File: config.mk
export PLATFORM = sky130hd
export DESIGN_NAME = capture_pwm_timer
export DESIGN_NICKNAME = d
export VERILOG_FILES = /design/src/rtl/timer_pkg.sv /design/src/rtl/sync2_bus.sv /design/src/rtl/dead_time_pair.sv /design/src/rtl/capture_pwm_timer.sv
export SDC_FILE = /design/constraint.sdc
export NUM_CORES = 1
export LEC_CHECK = 0
export ABC_AREA = 1
export BUFFER_PORTS_ARGS = -buffer_cell sky130_fd_sc_hd__buf_2
export CAP_MARGIN = 20
export CORE_ASPECT_RATIO = 1.75
export CORE_UTILIZATION = 64
export DETAILED_ROUTE_END_ITERATION = 12
export PLACE_DENSITY = 0.82
export SETUP_SLACK_MARGIN = 0.1
export SYNTH_ARGS = -nofsm -noshare
export SYNTH_HDL_FRONTEND = slang
export SYNTH_SLANG_ARGS = --single-unit
File: constraint.sdc
create_clock -name sys_clk -period 3.41 [get_ports sys_clk]
set_input_delay 0.341 -clock sys_clk [delete_from_list [all_inputs] [get_ports sys_clk]]
set_output_delay 0.341 -clock sys_clk [all_outputs]
set_load 0.005 [all_outputs]
File: src/rtl/timer_pkg.sv
// Shared constants, field positions and types of the capture/PWM timer
package timer_pkg;

  // ****************************************
  // Sizes
  // ****************************************
  localparam int NCH   = 4;
  localparam int NPAIR = 3;
  localparam int CNT_W = 32;
  localparam int PSC_W = 16;
  localparam int DT_W  = 8;
  localparam int CTL_W = 10;

  // ****************************************
  // Register offsets
  // ****************************************
  localparam logic [7:0] A_CTRL   = 8'h00;
  localparam logic [7:0] A_PRESC  = 8'h04;
  localparam logic [7:0] A_RELOAD = 8'h08;
  localparam logic [7:0] A_COUNT  = 8'h0C;
  localparam logic [7:0] A_CHMODE = 8'h10;
  localparam logic [7:0] A_DEAD   = 8'h14;
  localparam logic [3:0] A_CMP_HI = 4'h2;
  localparam logic [7:0] A_STAT   = 8'h30;
  localparam logic [7:0] A_MASK   = 8'h34;

  // ****************************************
  // Control fields
  // ****************************************
  localparam int C_EN   = 0;
  localparam int C_MD   = 1;
  localparam int C_W16  = 3;
  localparam int C_OPM  = 4;
  localparam int C_FRZ  = 5;
  localparam int C_SLV  = 6;
  localparam int C_ENC  = 7;
  localparam int C_HALL = 8;
  localparam int C_DMA  = 9;
  localparam int CH_FW  = 4;
  localparam int CH_FALL = 2;
  localparam int CH_INV  = 3;

  // ****************************************
  // Reset values and masks
  // ****************************************
  localparam logic [CTL_W-1:0] CTRL_RST   = 10'h000;
  localparam logic [PSC_W-1:0] PRESC_RST  = 16'h0000;
  localparam logic [CNT_W-1:0] RELOAD_RST = 32'hFFFFFFFF;
  localparam logic [DT_W-1:0]  DEAD_RST   = 8'h00;
  localparam logic [CNT_W-1:0] MASK16     = 32'h0000FFFF;
  localparam logic [CNT_W-1:0] MASK32     = 32'hFFFFFFFF;

  // ****************************************
  // Modes
  // ****************************************
  typedef enum logic [1:0] {
    CNT_UP     = 2'h0,
    CNT_DOWN   = 2'h1,
    CNT_CENTER = 2'h3
  } cnt_mode_t;

  typedef enum logic [1:0] {
    CH_OFF     = 2'h0,
    CH_CAPTURE = 2'h1,
    CH_TOGGLE  = 2'h3,
    CH_PWM     = 2'h2
  } ch_mode_t;

endpackage : timer_pkg

File: src/rtl/sync2_bus.sv
// Two-stage synchroniser for a group of pin inputs
`timescale 1ns/1ns
`default_nettype none
module sync2_bus
  import timer_pkg::*;
#(
  parameter int W = NCH
)
(
  input  wire logic         sys_clk,
  input  wire logic         srst,
  input  wire logic [W-1:0] d,
  output logic      [W-1:0] q
);

  typedef struct packed {
    logic [W-1:0] s1;
    logic [W-1:0] s2;
  } sync_state_t;

  sync_state_t s_r;
  sync_state_t s_nxt;

  // First stage feeds only the second
  always_comb
  begin
    s_nxt.s1 = d;
    s_nxt.s2 = s_r.s1;
  end

  always_ff @(posedge sys_clk)
  begin
    if (srst)
      s_r <= '0;
    else
      s_r <= s_nxt;
  end

  assign q = s_r.s2;

endmodule : sync2_bus
`default_nettype wire

File: src/rtl/dead_time_pair.sv
// Complementary output pair with dead-time insertion
`timescale 1ns/1ns
`default_nettype none
module dead_time_pair
  import timer_pkg::*;
(
  input  wire logic            sys_clk,
  input  wire logic            srst,
  input  wire logic            ref_in,
  input  wire logic [DT_W-1:0] dead,
  output logic                 out_p,
  output logic                 out_n
);

  typedef struct packed {
    logic            ref_d;
    logic [DT_W-1:0] cnt;
    logic            p;
    logic            n;
  } dt_state_t;

  dt_state_t s_r;
  dt_state_t s_nxt;

  always_comb
  begin
    s_nxt = s_r;
    s_nxt.ref_d = ref_in;
    if (ref_in != s_r.ref_d)
    begin
      s_nxt.cnt = dead;
      s_nxt.p = 1'b0;
      s_nxt.n = 1'b0;
    end
    else if (s_r.cnt != '0)
      s_nxt.cnt = s_r.cnt - 8'h01;
    else
    begin
      s_nxt.p = ref_in;
      s_nxt.n = !ref_in;
    end
  end

  always_ff @(posedge sys_clk)
  begin
    if (srst)
      s_r <= '0;
    else
      s_r <= s_nxt;
  end

  assign out_p = s_r.p;
  assign out_n = s_r.n;

  AST_DT_EXCL: assert property (@(posedge sys_clk) disable iff (srst)
    !(out_p && out_n)) else $error("Both sides of a pair driven");

  AST_DT_GAP: assert property (@(posedge sys_clk) disable iff (srst)
    (ref_in != s_r.ref_d) |=> (!out_p && !out_n)) else $error("No dead gap after edge");

endmodule : dead_time_pair
`default_nettype wire

File: src/rtl/capture_pwm_timer.sv
// Prescaled capture/compare/PWM timer with dead time, encoder and hall input
//
// The strobed register port and the placing of the registers were chosen for this implementation.
`timescale 1ns/1ns
`default_nettype none
module capture_pwm_timer
  import timer_pkg::*;
(
  input  wire logic             sys_clk,
  input  wire logic             srst,
  input  wire logic [7:0]       addr,
  input  wire logic [CNT_W-1:0] wdata,
  input  wire logic             wr_stb,
  input  wire logic             rd_stb,
  output logic      [CNT_W-1:0] rdata,
  input  wire logic [NCH-1:0]   ch_in,
  input  wire logic             trig_in,
  input  wire logic             dbg_halt,
  output logic      [NCH-1:0]   ch_out,
  output logic      [NPAIR-1:0] ch_out_n,
  output logic                  trig_out,
  output logic                  dma_req,
  output logic                  irq
);

  // ****************************************
  // State
  // ****************************************
  typedef struct packed {
    logic [CTL_W-1:0]          ctrl;
    logic [PSC_W-1:0]          presc;
    logic [PSC_W-1:0]          psc_cnt;
    logic [CNT_W-1:0]          reload;
    logic [CNT_W-1:0]          cnt;
    logic                      dir_dn;
    logic [NCH*CH_FW-1:0]      chmode;
    logic [DT_W-1:0]           dead;
    logic [NCH-1:0][CNT_W-1:0] cmp;
    logic [NCH:0]              stat;
    logic [NCH:0]              mask;
    logic [NCH-1:0]            tgl;
    logic [NCH-1:0]            oc;
    logic [NCH-1:0]            in_d;
    logic                      hall_d;
    logic [CNT_W-1:0]          rdata;
    logic                      dma;
    logic                      trig_o;
  } tmr_state_t;

  tmr_state_t s_r;
  tmr_state_t s_nxt;

  logic [NCH-1:0]   syn;
  logic [CNT_W-1:0] cmask;
  logic [CNT_W-1:0] rld;
  logic             run;
  logic             enc;
  logic             psc_hit;
  logic             enc_step;
  logic             enc_up;
  logic             tick;
  logic             down;
  logic             upd;
  logic             hall_x;
  logic [NCH:0]     stat_set;
  logic [NCH:0]     stat_clr;
  logic [NCH-1:0]   cap_ev;
  cnt_mode_t        mode;

  // Compare register decode: hit flag and channel index
  function automatic logic [2:0] cmp_sel(input logic [7:0] a);
    cmp_sel = {(a[7:4] == A_CMP_HI) && (a[1:0] == 2'h0), a[3:2]};
  endfunction : cmp_sel

  // ****************************************
  // Pin synchroniser
  // ****************************************
  sync2_bus #(
    .W (NCH)
  ) u_sync (
    .sys_clk (sys_clk),
    .srst    (srst),
    .d       (ch_in),
    .q       (syn)
  );

  // ****************************************
  // Next-state logic
  // ****************************************
  always_comb
  begin
    logic [1:0] md;
    logic       cin;
    logic       cprev;
    logic       edg;
    logic [2:0] sel;
    md = 2'h0;
    cin = 1'b0;
    cprev = 1'b0;
    edg = 1'b0;
    sel = cmp_sel(addr);
    s_nxt = s_r;
    s_nxt.dma = 1'b0;
    s_nxt.trig_o = 1'b0;
    s_nxt.rdata = '0;
    stat_set = '0;
    stat_clr = '0;
    cap_ev = '0;
    upd = 1'b0;
    cmask = s_r.ctrl[C_W16] ? MASK16 : MASK32;
    rld = s_r.reload & cmask;
    enc = s_r.ctrl[C_ENC];
    run = s_r.ctrl[C_EN] && !(dbg_halt && s_r.ctrl[C_FRZ]);
    psc_hit = (s_r.psc_cnt >= s_r.presc);
    enc_step = (syn[0] ^ s_r.in_d[0]) | (syn[1] ^ s_r.in_d[1]);
    enc_up = syn[0] ^ s_r.in_d[1];
    tick = run && (enc ? enc_step : psc_hit);
    mode = cnt_mode_t'(s_r.ctrl[C_MD +: 2]);
    down = enc ? !enc_up
               : (mode == CNT_DOWN) || (mode == CNT_CENTER && s_r.dir_dn);
    hall_x = ^syn[2:0];
    s_nxt.in_d = syn;
    s_nxt.hall_d = hall_x;

    if (run && !enc)
      s_nxt.psc_cnt = psc_hit ? '0 : s_r.psc_cnt + 16'h0001;

    if (tick)
    begin
      if (down)
      begin
        if (s_r.cnt == '0)
        begin
          upd = 1'b1;
          if (mode == CNT_CENTER && !enc)
          begin
            s_nxt.dir_dn = 1'b0;
            s_nxt.cnt = {31'h0, rld != '0};
          end
          else
            s_nxt.cnt = rld;
        end
        else
          s_nxt.cnt = s_r.cnt - 32'h1;
      end
      else
      begin
        if (s_r.cnt >= rld)
        begin
          upd = 1'b1;
          if (mode == CNT_CENTER && !enc)
          begin
            s_nxt.dir_dn = 1'b1;
            s_nxt.cnt = (rld == '0) ? '0 : rld - 32'h1;
          end
          else
            s_nxt.cnt = '0;
        end
        else
          s_nxt.cnt = s_r.cnt + 32'h1;
      end
    end

    if (upd)
    begin
      stat_set[0] = 1'b1;
      s_nxt.trig_o = 1'b1;
      s_nxt.dma = s_r.ctrl[C_DMA];
      if (s_r.ctrl[C_OPM])
        s_nxt.ctrl[C_EN] = 1'b0;
    end

    if (trig_in && s_r.ctrl[C_SLV])
      s_nxt.ctrl[C_EN] = 1'b1;

    for (int i = 0; i < NCH; i++)
    begin
      md = s_r.chmode[i*CH_FW +: 2];
      if (i == 0 && s_r.ctrl[C_HALL])
      begin
        cin = hall_x;
        cprev = s_r.hall_d;
        edg = cin != cprev;
      end
      else
      begin
        cin = syn[i];
        cprev = s_r.in_d[i];
        edg = s_r.chmode[i*CH_FW+CH_FALL] ? (cprev && !cin) : (!cprev && cin);
      end
      if (md == CH_CAPTURE && edg)
      begin
        cap_ev[i] = 1'b1;
        s_nxt.cmp[i] = s_r.cnt;
        stat_set[i+1] = 1'b1;
      end
      if ((md == CH_TOGGLE || md == CH_PWM) && tick && s_r.cnt == s_r.cmp[i])
      begin
        stat_set[i+1] = 1'b1;
        if (md == CH_TOGGLE)
          s_nxt.tgl[i] = !s_r.tgl[i];
      end
      // edge or centre from count mode
      // without CH_INV, zero gives low, above reload gives high
      if (md == CH_PWM)
        s_nxt.oc[i] = (s_r.cnt < s_r.cmp[i]) ^ s_r.chmode[i*CH_FW+CH_INV];
      else if (md == CH_TOGGLE)
        s_nxt.oc[i] = s_r.tgl[i];
      else
        s_nxt.oc[i] = 1'b0;
    end

    // ****************************************
    // Register writes
    // ****************************************
    if (wr_stb)
    begin
      unique case (addr)
        A_CTRL:   s_nxt.ctrl = wdata[CTL_W-1:0];
        A_PRESC:  s_nxt.presc = wdata[PSC_W-1:0];
        A_RELOAD: s_nxt.reload = wdata;
        A_COUNT:  s_nxt.cnt = wdata;
        A_CHMODE: s_nxt.chmode = wdata[NCH*CH_FW-1:0];
        A_DEAD:   s_nxt.dead = wdata[DT_W-1:0];
        A_MASK:   s_nxt.mask = wdata[NCH:0];
        default:
        begin
          if (sel[2])
            s_nxt.cmp[sel[1:0]] = wdata;
        end
      endcase
    end
    s_nxt.cnt = s_nxt.cnt & cmask;

    // ****************************************
    // Register reads
    // ****************************************
    if (rd_stb)
    begin
      unique case (addr)
        A_CTRL:   s_nxt.rdata = 32'(s_r.ctrl);
        A_PRESC:  s_nxt.rdata = 32'(s_r.presc);
        A_RELOAD: s_nxt.rdata = s_r.reload;
        A_COUNT:  s_nxt.rdata = s_r.cnt;
        A_CHMODE: s_nxt.rdata = 32'(s_r.chmode);
        A_DEAD:   s_nxt.rdata = 32'(s_r.dead);
        A_MASK:   s_nxt.rdata = 32'(s_r.mask);
        A_STAT:
        begin
          s_nxt.rdata = 32'(s_r.stat);
          stat_clr = '1;
        end
        default:
        begin
          if (sel[2])
            s_nxt.rdata = s_r.cmp[sel[1:0]];
        end
      endcase
    end
    // New events win over the read-clear
    s_nxt.stat = (s_r.stat & ~stat_clr) | stat_set;
  end

  always_ff @(posedge sys_clk)
  begin
    if (srst)
    begin
      s_r <= '0;
      s_r.ctrl <= CTRL_RST;
      s_r.presc <= PRESC_RST;
      s_r.reload <= RELOAD_RST;
      s_r.dead <= DEAD_RST;
    end
    else
      s_r <= s_nxt;
  end

  // ****************************************
  // Outputs
  // ****************************************
  // dead-time pairs
  for (genvar g = 0; g < NPAIR; g++)
  begin : g_pair
    dead_time_pair u_dt (
      .sys_clk (sys_clk),
      .srst    (srst),
      .ref_in  (s_r.oc[g]),
      .dead    (s_r.dead),
      .out_p   (ch_out[g]),
      .out_n   (ch_out_n[g])
    );
  end

  assign ch_out[NCH-1] = s_r.oc[NCH-1];
  assign rdata = s_r.rdata;
  assign trig_out = s_r.trig_o;
  assign dma_req = s_r.dma;
  assign irq = |(s_r.stat & s_r.mask);

  // ****************************************
  // Checks
  // ****************************************
  AST_W16: assert property (@(posedge sys_clk) disable iff (srst)
    $past(s_r.ctrl[C_W16]) |-> (s_r.cnt[31:16] == 16'h0000))
    else $error("Narrow counter has high bits set");

  AST_UP_WRAP: assert property (@(posedge sys_clk) disable iff (srst)
    (tick && !down && mode == CNT_UP && s_r.cnt >= rld && !wr_stb) |=> (s_r.cnt == '0))
    else $error("Upcounter did not wrap to zero");

  AST_DN_RELOAD: assert property (@(posedge sys_clk) disable iff (srst)
    (tick && down && !enc && mode == CNT_DOWN && s_r.cnt == '0 && !wr_stb)
      |=> (s_r.cnt == $past(rld)))
    else $error("Downcounter did not reload");

  AST_PSC: assert property (@(posedge sys_clk) disable iff (srst)
    (run && !enc && !psc_hit && !wr_stb) |=> (s_r.psc_cnt == $past(s_r.psc_cnt) + 16'h0001))
    else $error("Prescaler did not advance");

  AST_CAP: assert property (@(posedge sys_clk) disable iff (srst)
    (cap_ev[0] && !wr_stb) |=> (s_r.cmp[0] == $past(s_r.cnt) && s_r.stat[1]))
    else $error("Capture value or flag missing");

  AST_PWM_LOW: assert property (@(posedge sys_clk) disable iff (srst)
    (s_r.chmode[1:0] == CH_PWM && !s_r.chmode[CH_INV] && s_r.cmp[0] == '0) |=> !s_r.oc[0])
    else $error("Zero duty not held low");

  AST_UPD: assert property (@(posedge sys_clk) disable iff (srst)
    upd |=> (s_r.stat[0] && trig_out))
    else $error("Update flag or trigger missing");

  AST_DMA: assert property (@(posedge sys_clk) disable iff (srst)
    dma_req == $past(upd && s_r.ctrl[C_DMA]))
    else $error("DMA request does not follow the update event");

  AST_FRZ: assert property (@(posedge sys_clk) disable iff (srst)
    (dbg_halt && s_r.ctrl[C_FRZ] && !wr_stb) |=> $stable(s_r.cnt))
    else $error("Counter moved while frozen");

  AST_SLV: assert property (@(posedge sys_clk) disable iff (srst)
    (trig_in && s_r.ctrl[C_SLV] && !wr_stb) |=> s_r.ctrl[C_EN])
    else $error("Link trigger did not start timer");

endmodule : capture_pwm_timer
`default_nettype wire

==> results.yml, run 1 <==
floorplanning:
  chipWidth_um: 150
  num_rows: 94
  die_h_um: 261
  initial_utilization_pct: 65.1
  io_pins: 92
yosys:
  synthArstFlopShare_pct: 0
  synthCells: 3642
  synth_top_area_share_pct: 29.1
  synth_edf_count: 0
  synthTopCellsByArea: "dfxtp_1 (29%), nand2_1 (11%), ha_1 (9.6%)"
  ys_seq_area_share_pct: 29.1
  syn_nets: 3880
  ys_seq_elements: 357
  yosys.area.top_type: "dfxtp_1"
  avgSynthCellArea_um2: 6.73
  yosysWarnings: 0
  syn_area_mm2: 0.0245
  ys_types: 58
  synthFlopType: "dfxtp_1"
clock_tree:
  cts.htree.levels: 2
  numCtsBuffers: 37
  root_buffer: "clkbuf_16"
  ctsResizeCount: 0
  clock_sinks: 357
  cts_buffer_depth: 3
  post-cts-setup-buffers: 0
global_route:
  grt_max_degree: 112
  grt_pass1_vias: 29225
  grt.total_usage_pct: 64.4
  grt_first_pass_wirelength_mm: 186
  overflow: 27
place:
  dpl.hpwl_mm: 81.3
  gp_congestion: 1.16
  portBuffers: 91
status:
  firstError: "[ERROR GRT-0116] Global routing finished with congestion. Check the congestion regions in the DRC Viewer."
  stop_stage: "global routing (5_1_grt)"
  status: "did not finish"
cell usage after synthesis, types with 3 or more instances:
cell,n
nor3_1,49
clkbuf_1,106
clkinv_1,9
nor2_1,265
or2_2,5
a211oi_1,22
nor2_4,9
nand2_1,721
clkbuf_2,6
nand2_4,3
o211ai_1,82
o21ai_1,16
nor4_1,6
inv_2,24
a21oi_1,325
ha_1,188
nor2_2,21
buf_4,42
dfxtp_1,357
nand3_2,9
inv_1,453
o21a_1,5
nor3_2,5
o2111ai_1,4
buf_2,42
xnor2_1,10
a221oi_1,18
xor2_1,83
a31oi_1,24
nand2_2,10
a21oi_2,3
o41ai_1,4
buf_1,4
o21ai_0,439
a32oi_1,3
nor3_4,5
o211a_1,6
a41oi_1,3
a22oi_1,6
o22ai_1,74
buf_6,11
nand4_1,45
nor3b_1,4
nand3_1,94
nand3b_1,4
metal layers:
layer	GRT overflow	global-route usage, %
met1	0	63.6
met2	13	89.9
met3	0	37.0
met4	14	68.3
met5	0	5.75
what timing repair did:
item	in CTS
hold endpoints to repair	1
setup endpoints to repair	0
hold buffers	1
cell families after synthesis:
group	count (synthesis)	synth area share, %
flip-flops	357	29.1
AND/OR/NAND/NOR	1263	22.2
adder cells (fa/ha/maj)	188	9.59
AO/OA/AOI/OAI	1042	23.8
XOR/XNOR	93	3.32
buffers and inverters	699	11.9
stage by stage:
stage / worst slack [ns] / instance area, um2 / hold slack [ns] / instances / util, %
2_1_floorplan: 1.06 / 24500 / 0.388 / 3642 / -
3_3_place_gp: 0.426 / 25300 / 0.396 / 4099 / 67.2
3_5_place_dp: 0.430 / 25300 / 0.400 / 4099 / 67.2
4_1_cts: 0.399 / 26700 / 0.0133 / 4167 / 70.9
==> run 2: changes to the inputs <==
--- a/config.mk
+++ b/config.mk
@@ -8,11 +8,9 @@
 export ABC_AREA = 1
 export BUFFER_PORTS_ARGS = -buffer_cell sky130_fd_sc_hd__buf_2
 export CAP_MARGIN = 20
-export CORE_ASPECT_RATIO = 1.75
-export CORE_UTILIZATION = 64
+export CORE_UTILIZATION = 40
 export DETAILED_ROUTE_END_ITERATION = 12
-export PLACE_DENSITY = 0.82
-export SETUP_SLACK_MARGIN = 0.1
+export PLACE_DENSITY_LB_ADDON = 0.15
 export SYNTH_ARGS = -nofsm -noshare
 export SYNTH_HDL_FRONTEND = slang
 export SYNTH_SLANG_ARGS = --single-unit
==> results.yml, run 2 <==
timing:
  finalSetupViolations: 0
  timing.fmax_mhz: 327
  fin_setup_tns_ns: 0
  timing.final.crit_share_pct: 89.8
  hold_violations: 0
  hold_slack_ns: 0.0359
  tightest_slew_ns: 0.914
  rsz0062_at_grt: "false"
  slew-limit-headroom_pct: 39.1
  slew_viol_final: 0
  fin_worst_skew_ns: 0.0197
  period_minus_slack_ns: 3.06
drt:
  drt-total-wl_mm: 106
  viasPerCell: 5.73
  dr.pass1.iters: 6
  drtIter0Drc: 3119
  drc: 0
  ant_nets: 0
  wl_per_cell_um: 23.6
  vias: 25739
yosys:
  syn_nets: 3880
  synth_top_area_share_pct: 29.1
  synthFlopType: "dfxtp_1"
  synthArstFlopShare_pct: 0
  synth_edf_count: 0
  syn_area_mm2: 0.0245
  yosys.area.top_type: "dfxtp_1"
  yosys-top-cells-count: "nand2_1 (721), inv_1 (453), o21ai_0 (439), dfxtp_1 (357), a21oi_1 (325)"
  synthTopCellsByArea: "dfxtp_1 (29%), nand2_1 (11%), ha_1 (9.6%)"
  ys_seq_area_share_pct: 29.1
  synth.most_common_cell: "nand2_1"
  yosysWarnings: 0
  avgSynthCellArea_um2: 6.73
  synthCells: 3642
  ys_types: 58
  ys_seq_elements: 357
worst_setup_path:
  critical_path_class: "reg -> reg"
  start_kind: "flip-flop"
  cp-end-kind: "flip-flop"
  required_ns: 3.93
  worst-path-max-fanout: 27
  arrival_ns: 3.58
global_route:
  grt_pass1_vias: 23680
  grt_max_degree: 81
  antenna_found_initial: 0
  grt_first_pass_wirelength_mm: 155
  overflow: 0
  grt.total_usage_pct: 33.2
final_layout:
  largest_reg_flops: 278
  layout.cells.most_common: "nand2_1"
  mostFrequentLayoutCells: "nand2_1 (720), inv_1 (453), o21ai_0 (438), dfxtp_1 (357), a21oi_1 (325)"
  fin_util_pct: 45.0
  synthToLayoutAreaGrowth_pct: 11.1
  layoutNonFillerInstCount: 4495
  fin_nets: 3918
  largest_register: "s_r"
  drive_gt1_share_pct: 10.2
clock_tree:
  insertion_delay_ns: 0.59
  ctsResizeCount: 0
  cts_buffer_depth: 3
  numCtsBuffers: 42
  path_clk_slew_ns: 0.08
  cts.htree.levels: 2
  cts_tree: "done"
  ctsHoldBuffers: 4
  clock_sinks: 357
  root_buffer: "clkbuf_16"
  post-cts-setup-buffers: 0
min_path:
  hold_class: "in -> reg"
run:
  cap_violations: 0
pwr:
  p_leak_nw: 11.9
  ir_drop_uv: 292
  power_density_mw_per_mm2: 389
status:
  status: "completed"
place:
  dpl.hpwl_mm: 79.3
  gp_congestion: 1.04
  portBuffers: 91
  placed_cells: 4414
floorplanning:
  die_h_um: 250
  num_rows: 90
  chipWidth_um: 250
  io_pins: 92
  die_area_mm2: 0.0623
  core_area_mm2: 0.0605
  initial_utilization_pct: 40.5
==> run 2: stage by stage <==
| step | setup slack, ns | instance area [um2] | power (mW) |
|---|---|---|---|
| final | 0.348 | 27200 | 10.6 |
| after floorplan | 1.06 | 24500 | 5.51 |
| after CTS | 0.416 | 27200 | 10.6 |
| after detailed placement | 0.438 | 25800 | 5.92 |
| after global placement | 0.469 | 25800 | 5.92 |
| after global routing | 0.0241 | 27200 | 11.0 |
==> run 2: where the power goes <==
group | internal (mW) | total, mW | switching, mW
clock | 2.72 | 4.74 | 2.01
combinational | 0.483 | 1.44 | 0.952
sequential | 4.32 | 4.42 | 0.101
==> run 2: area by class of cell <==
cell class,instances,area (um2)
Antenna cell,2,5.00
Clock buffer,54,1200
Clock inverter,21,214
Fill cell,6367,33200
Inverter,488,1840
Multi-Input combinational cell,2586,14500
Sequential cell,357,7150
Tap cell,782,978
Timing Repair Buffer,205,1370
==> run 2: cells by family after synthesis <==
| group | after synthesis | share of synthesized area [%] |
|---|---|---|
| simple gates | 1263 | 22.2 |
| compound gates | 1042 | 23.8 |
| buf+inv | 699 | 11.9 |
| flops | 357 | 29.1 |
| fa+ha+maj | 188 | 9.59 |
| xor+xnor | 93 | 3.32 |
==> run 2: worst max-delay path: stages (launching register included) <==
cell and delay, ns:
dfxtp_1 0.40, inv_4 0.28, nand2_1 0.19, ha_1 0.32, nand2_1 0.06, nor2_1 0.17
nand4_1 0.13, a21oi_1 0.14, nor2_1 0.07, nand2_2 0.21, nand2_1 0.43, o211ai_1 0.33
nand2_1 0.09, a21oi_1 0.12
==> run 2: path summary, 6_finish.rpt <==
| kind | to | cells past startpoint | start | slack [ns] |
|---|---|---|---|---|
| min | s_r[236]$_SDFF_PP0_ | 3 | wdata[26] | 0.04 |
| min reg2reg | u_sync.q[0]$_SDFF_PP0_ | 2 | u_sync.s_nxt[0]$_SDFF_PP0_ | 0.40 |
| max reg2reg | s_r[224]$_SDFF_PP0_ | 13 | s_r[309]$_SDFFE_PP0P_ | 0.35 |
| max | s_r[224]$_SDFF_PP0_ | 13 | s_r[309]$_SDFFE_PP0P_ | 0.35 |
==> run 2: layer usage <==
metal | GRT usage (%) | up-vias | routed length (um)
met3 | 5.62 | 309 | 9830
met1 | 42.9 | 11751 | 43400
met4 | 18.0 | 0 | 6400
met2 | 52.7 | 1448 | 46500
li1 | - | 12231 | -
met5 | 0 | - | 0
Note: power is estimated with default switching activity, not from simulation.
==> run 3: changes to the inputs <==
==> constraint.sdc (replaced) <==
create_clock -name sys_clk -period 3.41 [get_ports sys_clk]
set_input_delay 0.1705 -clock sys_clk [delete_from_list [all_inputs] [get_ports sys_clk]]
set_output_delay 0.1705 -clock sys_clk [all_outputs]
set_load 0.005 [all_outputs]
==> results.yml, run 3 (synthesis results as in run 2) <==
status:
  status: "completed"
pwr:
  power_density_mw_per_mm2: 397
  fin_total_pwr_mw: 11.0
  p_leak_nw: 12.1
  ir_drop_uv: 334
final_layout:
  drive_gt1_share_pct: 10.2
  layout.cells.most_common: "nand2_1"
  largest_reg_flops: 278
  largest_register: "s_r"
  mostFrequentLayoutCells: "nand2_1 (720), inv_1 (453), o21ai_0 (438), dfxtp_1 (357), a21oi_1 (325)"
  fill_cells: 6444
  regArea_mm2: 0.00715
  multi_input_area_mm2: 0.0145
  fin_util_pct: 45.9
  diodes: 0
  synthToLayoutAreaGrowth_pct: 13.1
  fin_nets: 3957
place:
  dpl.hpwl_mm: 80.0
  gp_congestion: 1.00
  portBuffers: 91
drt:
  vias: 25760
  viasPerCell: 5.68
  dr.pass1.iters: 5
  wl_per_cell_um: 23.6
  drc: 0
  ant_nets: 0
  drtIter0Drc: 2688
  drt-total-wl_mm: 107
global_route:
  overflow: 0
  grt_pass1_vias: 24171
  grt_first_pass_wirelength_mm: 157
  grt_max_degree: 223
  antenna_found_initial: 0
  grt.total_usage_pct: 33.7
timing:
  fin_worst_skew_ns: 0.0235
  finalSetupViolations: 0
  period_minus_slack_ns: 3.10
  timing.final.crit_share_pct: 91.0
  hold_violations: 0
  rsz0062_at_grt: "false"
  tightest_slew_ns: 1.04
  timing.fmax_mhz: 322
  slew-limit-headroom_pct: 30.9
  slew_viol_final: 0
  fin_setup_tns_ns: 0
floorplanning:
  core_area_mm2: 0.0605
  die_h_um: 250
  chipWidth_um: 250
  initial_utilization_pct: 40.5
  num_rows: 90
  die_area_mm2: 0.0623
  io_pins: 92
clock_tree:
  path_clk_slew_ns: 0.07
  clock_sinks: 357
  numCtsBuffers: 43
  root_buffer: "clkbuf_16"
  post-cts-setup-buffers: 0
  insertion_delay_ns: 0.61
  cts_buffer_depth: 3
  cts.htree.levels: 2
  cts_tree: "done"
  ctsResizeCount: 0
worst_setup_path:
  cp-end-kind: "flip-flop"
  r2r_cells: 12
  worst-path-max-fanout: 7
  start_kind: "flip-flop"
  critical_path_class: "reg -> reg"
  arrival_ns: 3.55
  required_ns: 3.86
run:
  cap_violations: 0
min_path:
  hold_class: "in -> reg"
  hold_depth: 4
[run 3: cell types whose count changed in the layout (fill, tap and decap cells not counted), moves of 2 or more]
| cell | change |
|---|---|
| clkinv_2 | -5 |
| clkinvlp_4 | +2 |
| diode_2 | -2 |
| dlygate4sd3_1 | +35 |
| clkbuf_1 | +2 |
| bufinv_16 | +4 |
| buf_4 | +3 |
[run 3: path summary, 6_finish.rpt]
path,start,slack (ns),endpoint
setup / recovery,s_r[215]$_SDFF_PP0_,0.31,s_r[237]$_SDFF_PP0_
hold / removal,rd_stb,0.08,s_r[52]$_SDFF_PP0_
setup reg to reg,s_r[215]$_SDFF_PP0_,0.31,s_r[237]$_SDFF_PP0_
hold reg to reg,u_sync.s_nxt[0]$_SDFF_PP0_,0.41,u_sync.q[0]$_SDFF_PP0_
[run 3: layout make-up]
class,instances,share of cell area (%)
clock buffers,55,4.29
clock inverters,24,1.29
inverters,488,6.64
multi-input cells,2586,52.2
flip-flops and latches,357,25.8
well taps,782,3.53
repair buffers,243,6.29
[run 3: what timing repair did]
| item | CTS | global route |
|---|---|---|
| hold buffers | 39 | 0 |
| setup endpoints to repair | 0 | 0 |
| endpoints found under the hold margin | 101 | 0 |
[run 3: per-layer routing]
layer,global-route usage [%],up-vias,wire length (um)
met5,0,-,0
met3,6.78,322,9380
met2,53.3,1263,47000
met4,19.9,0,6680
li1,-,12332,-
met1,42.2,11843,44100
[run 3: critical path, cell delays in order, from the launching register on]
cell and delay [ns]:
dfxtp_1 0.65, buf_4 0.25, inv_1 0.18, nor3_1 0.36
nand2_1 0.14, nor2_1 0.22, nand2_1 0.12, xor2_1 0.63
nand2_1 0.12, nand3_1 0.11, nand2_1 0.05, nand2_1 0.06
a21oi_2 0.04
[run 3: power by group]
part	total (mW)	leakage, nW	internal [mW]	switching, mW
sequential	4.43	2.88	4.32	0.102
combinational	1.46	8.51	0.510	0.946
clock	5.13	0.745	3.03	2.10
[run 3: metrics by stage]
stage	setup WS, ns	hold slack, ns	instances	instance area (um2)
2_1_floorplan	1.06	0.277	3642	24500
3_3_place_gp	0.444	0.376	4417	25800
3_5_place_dp	0.391	0.380	4417	25800
4_1_cts	0.406	0.0342	4535	27700
5_1_grt	0.0773	0.108	4535	27700
6_report	0.308	0.0802	4535	27700
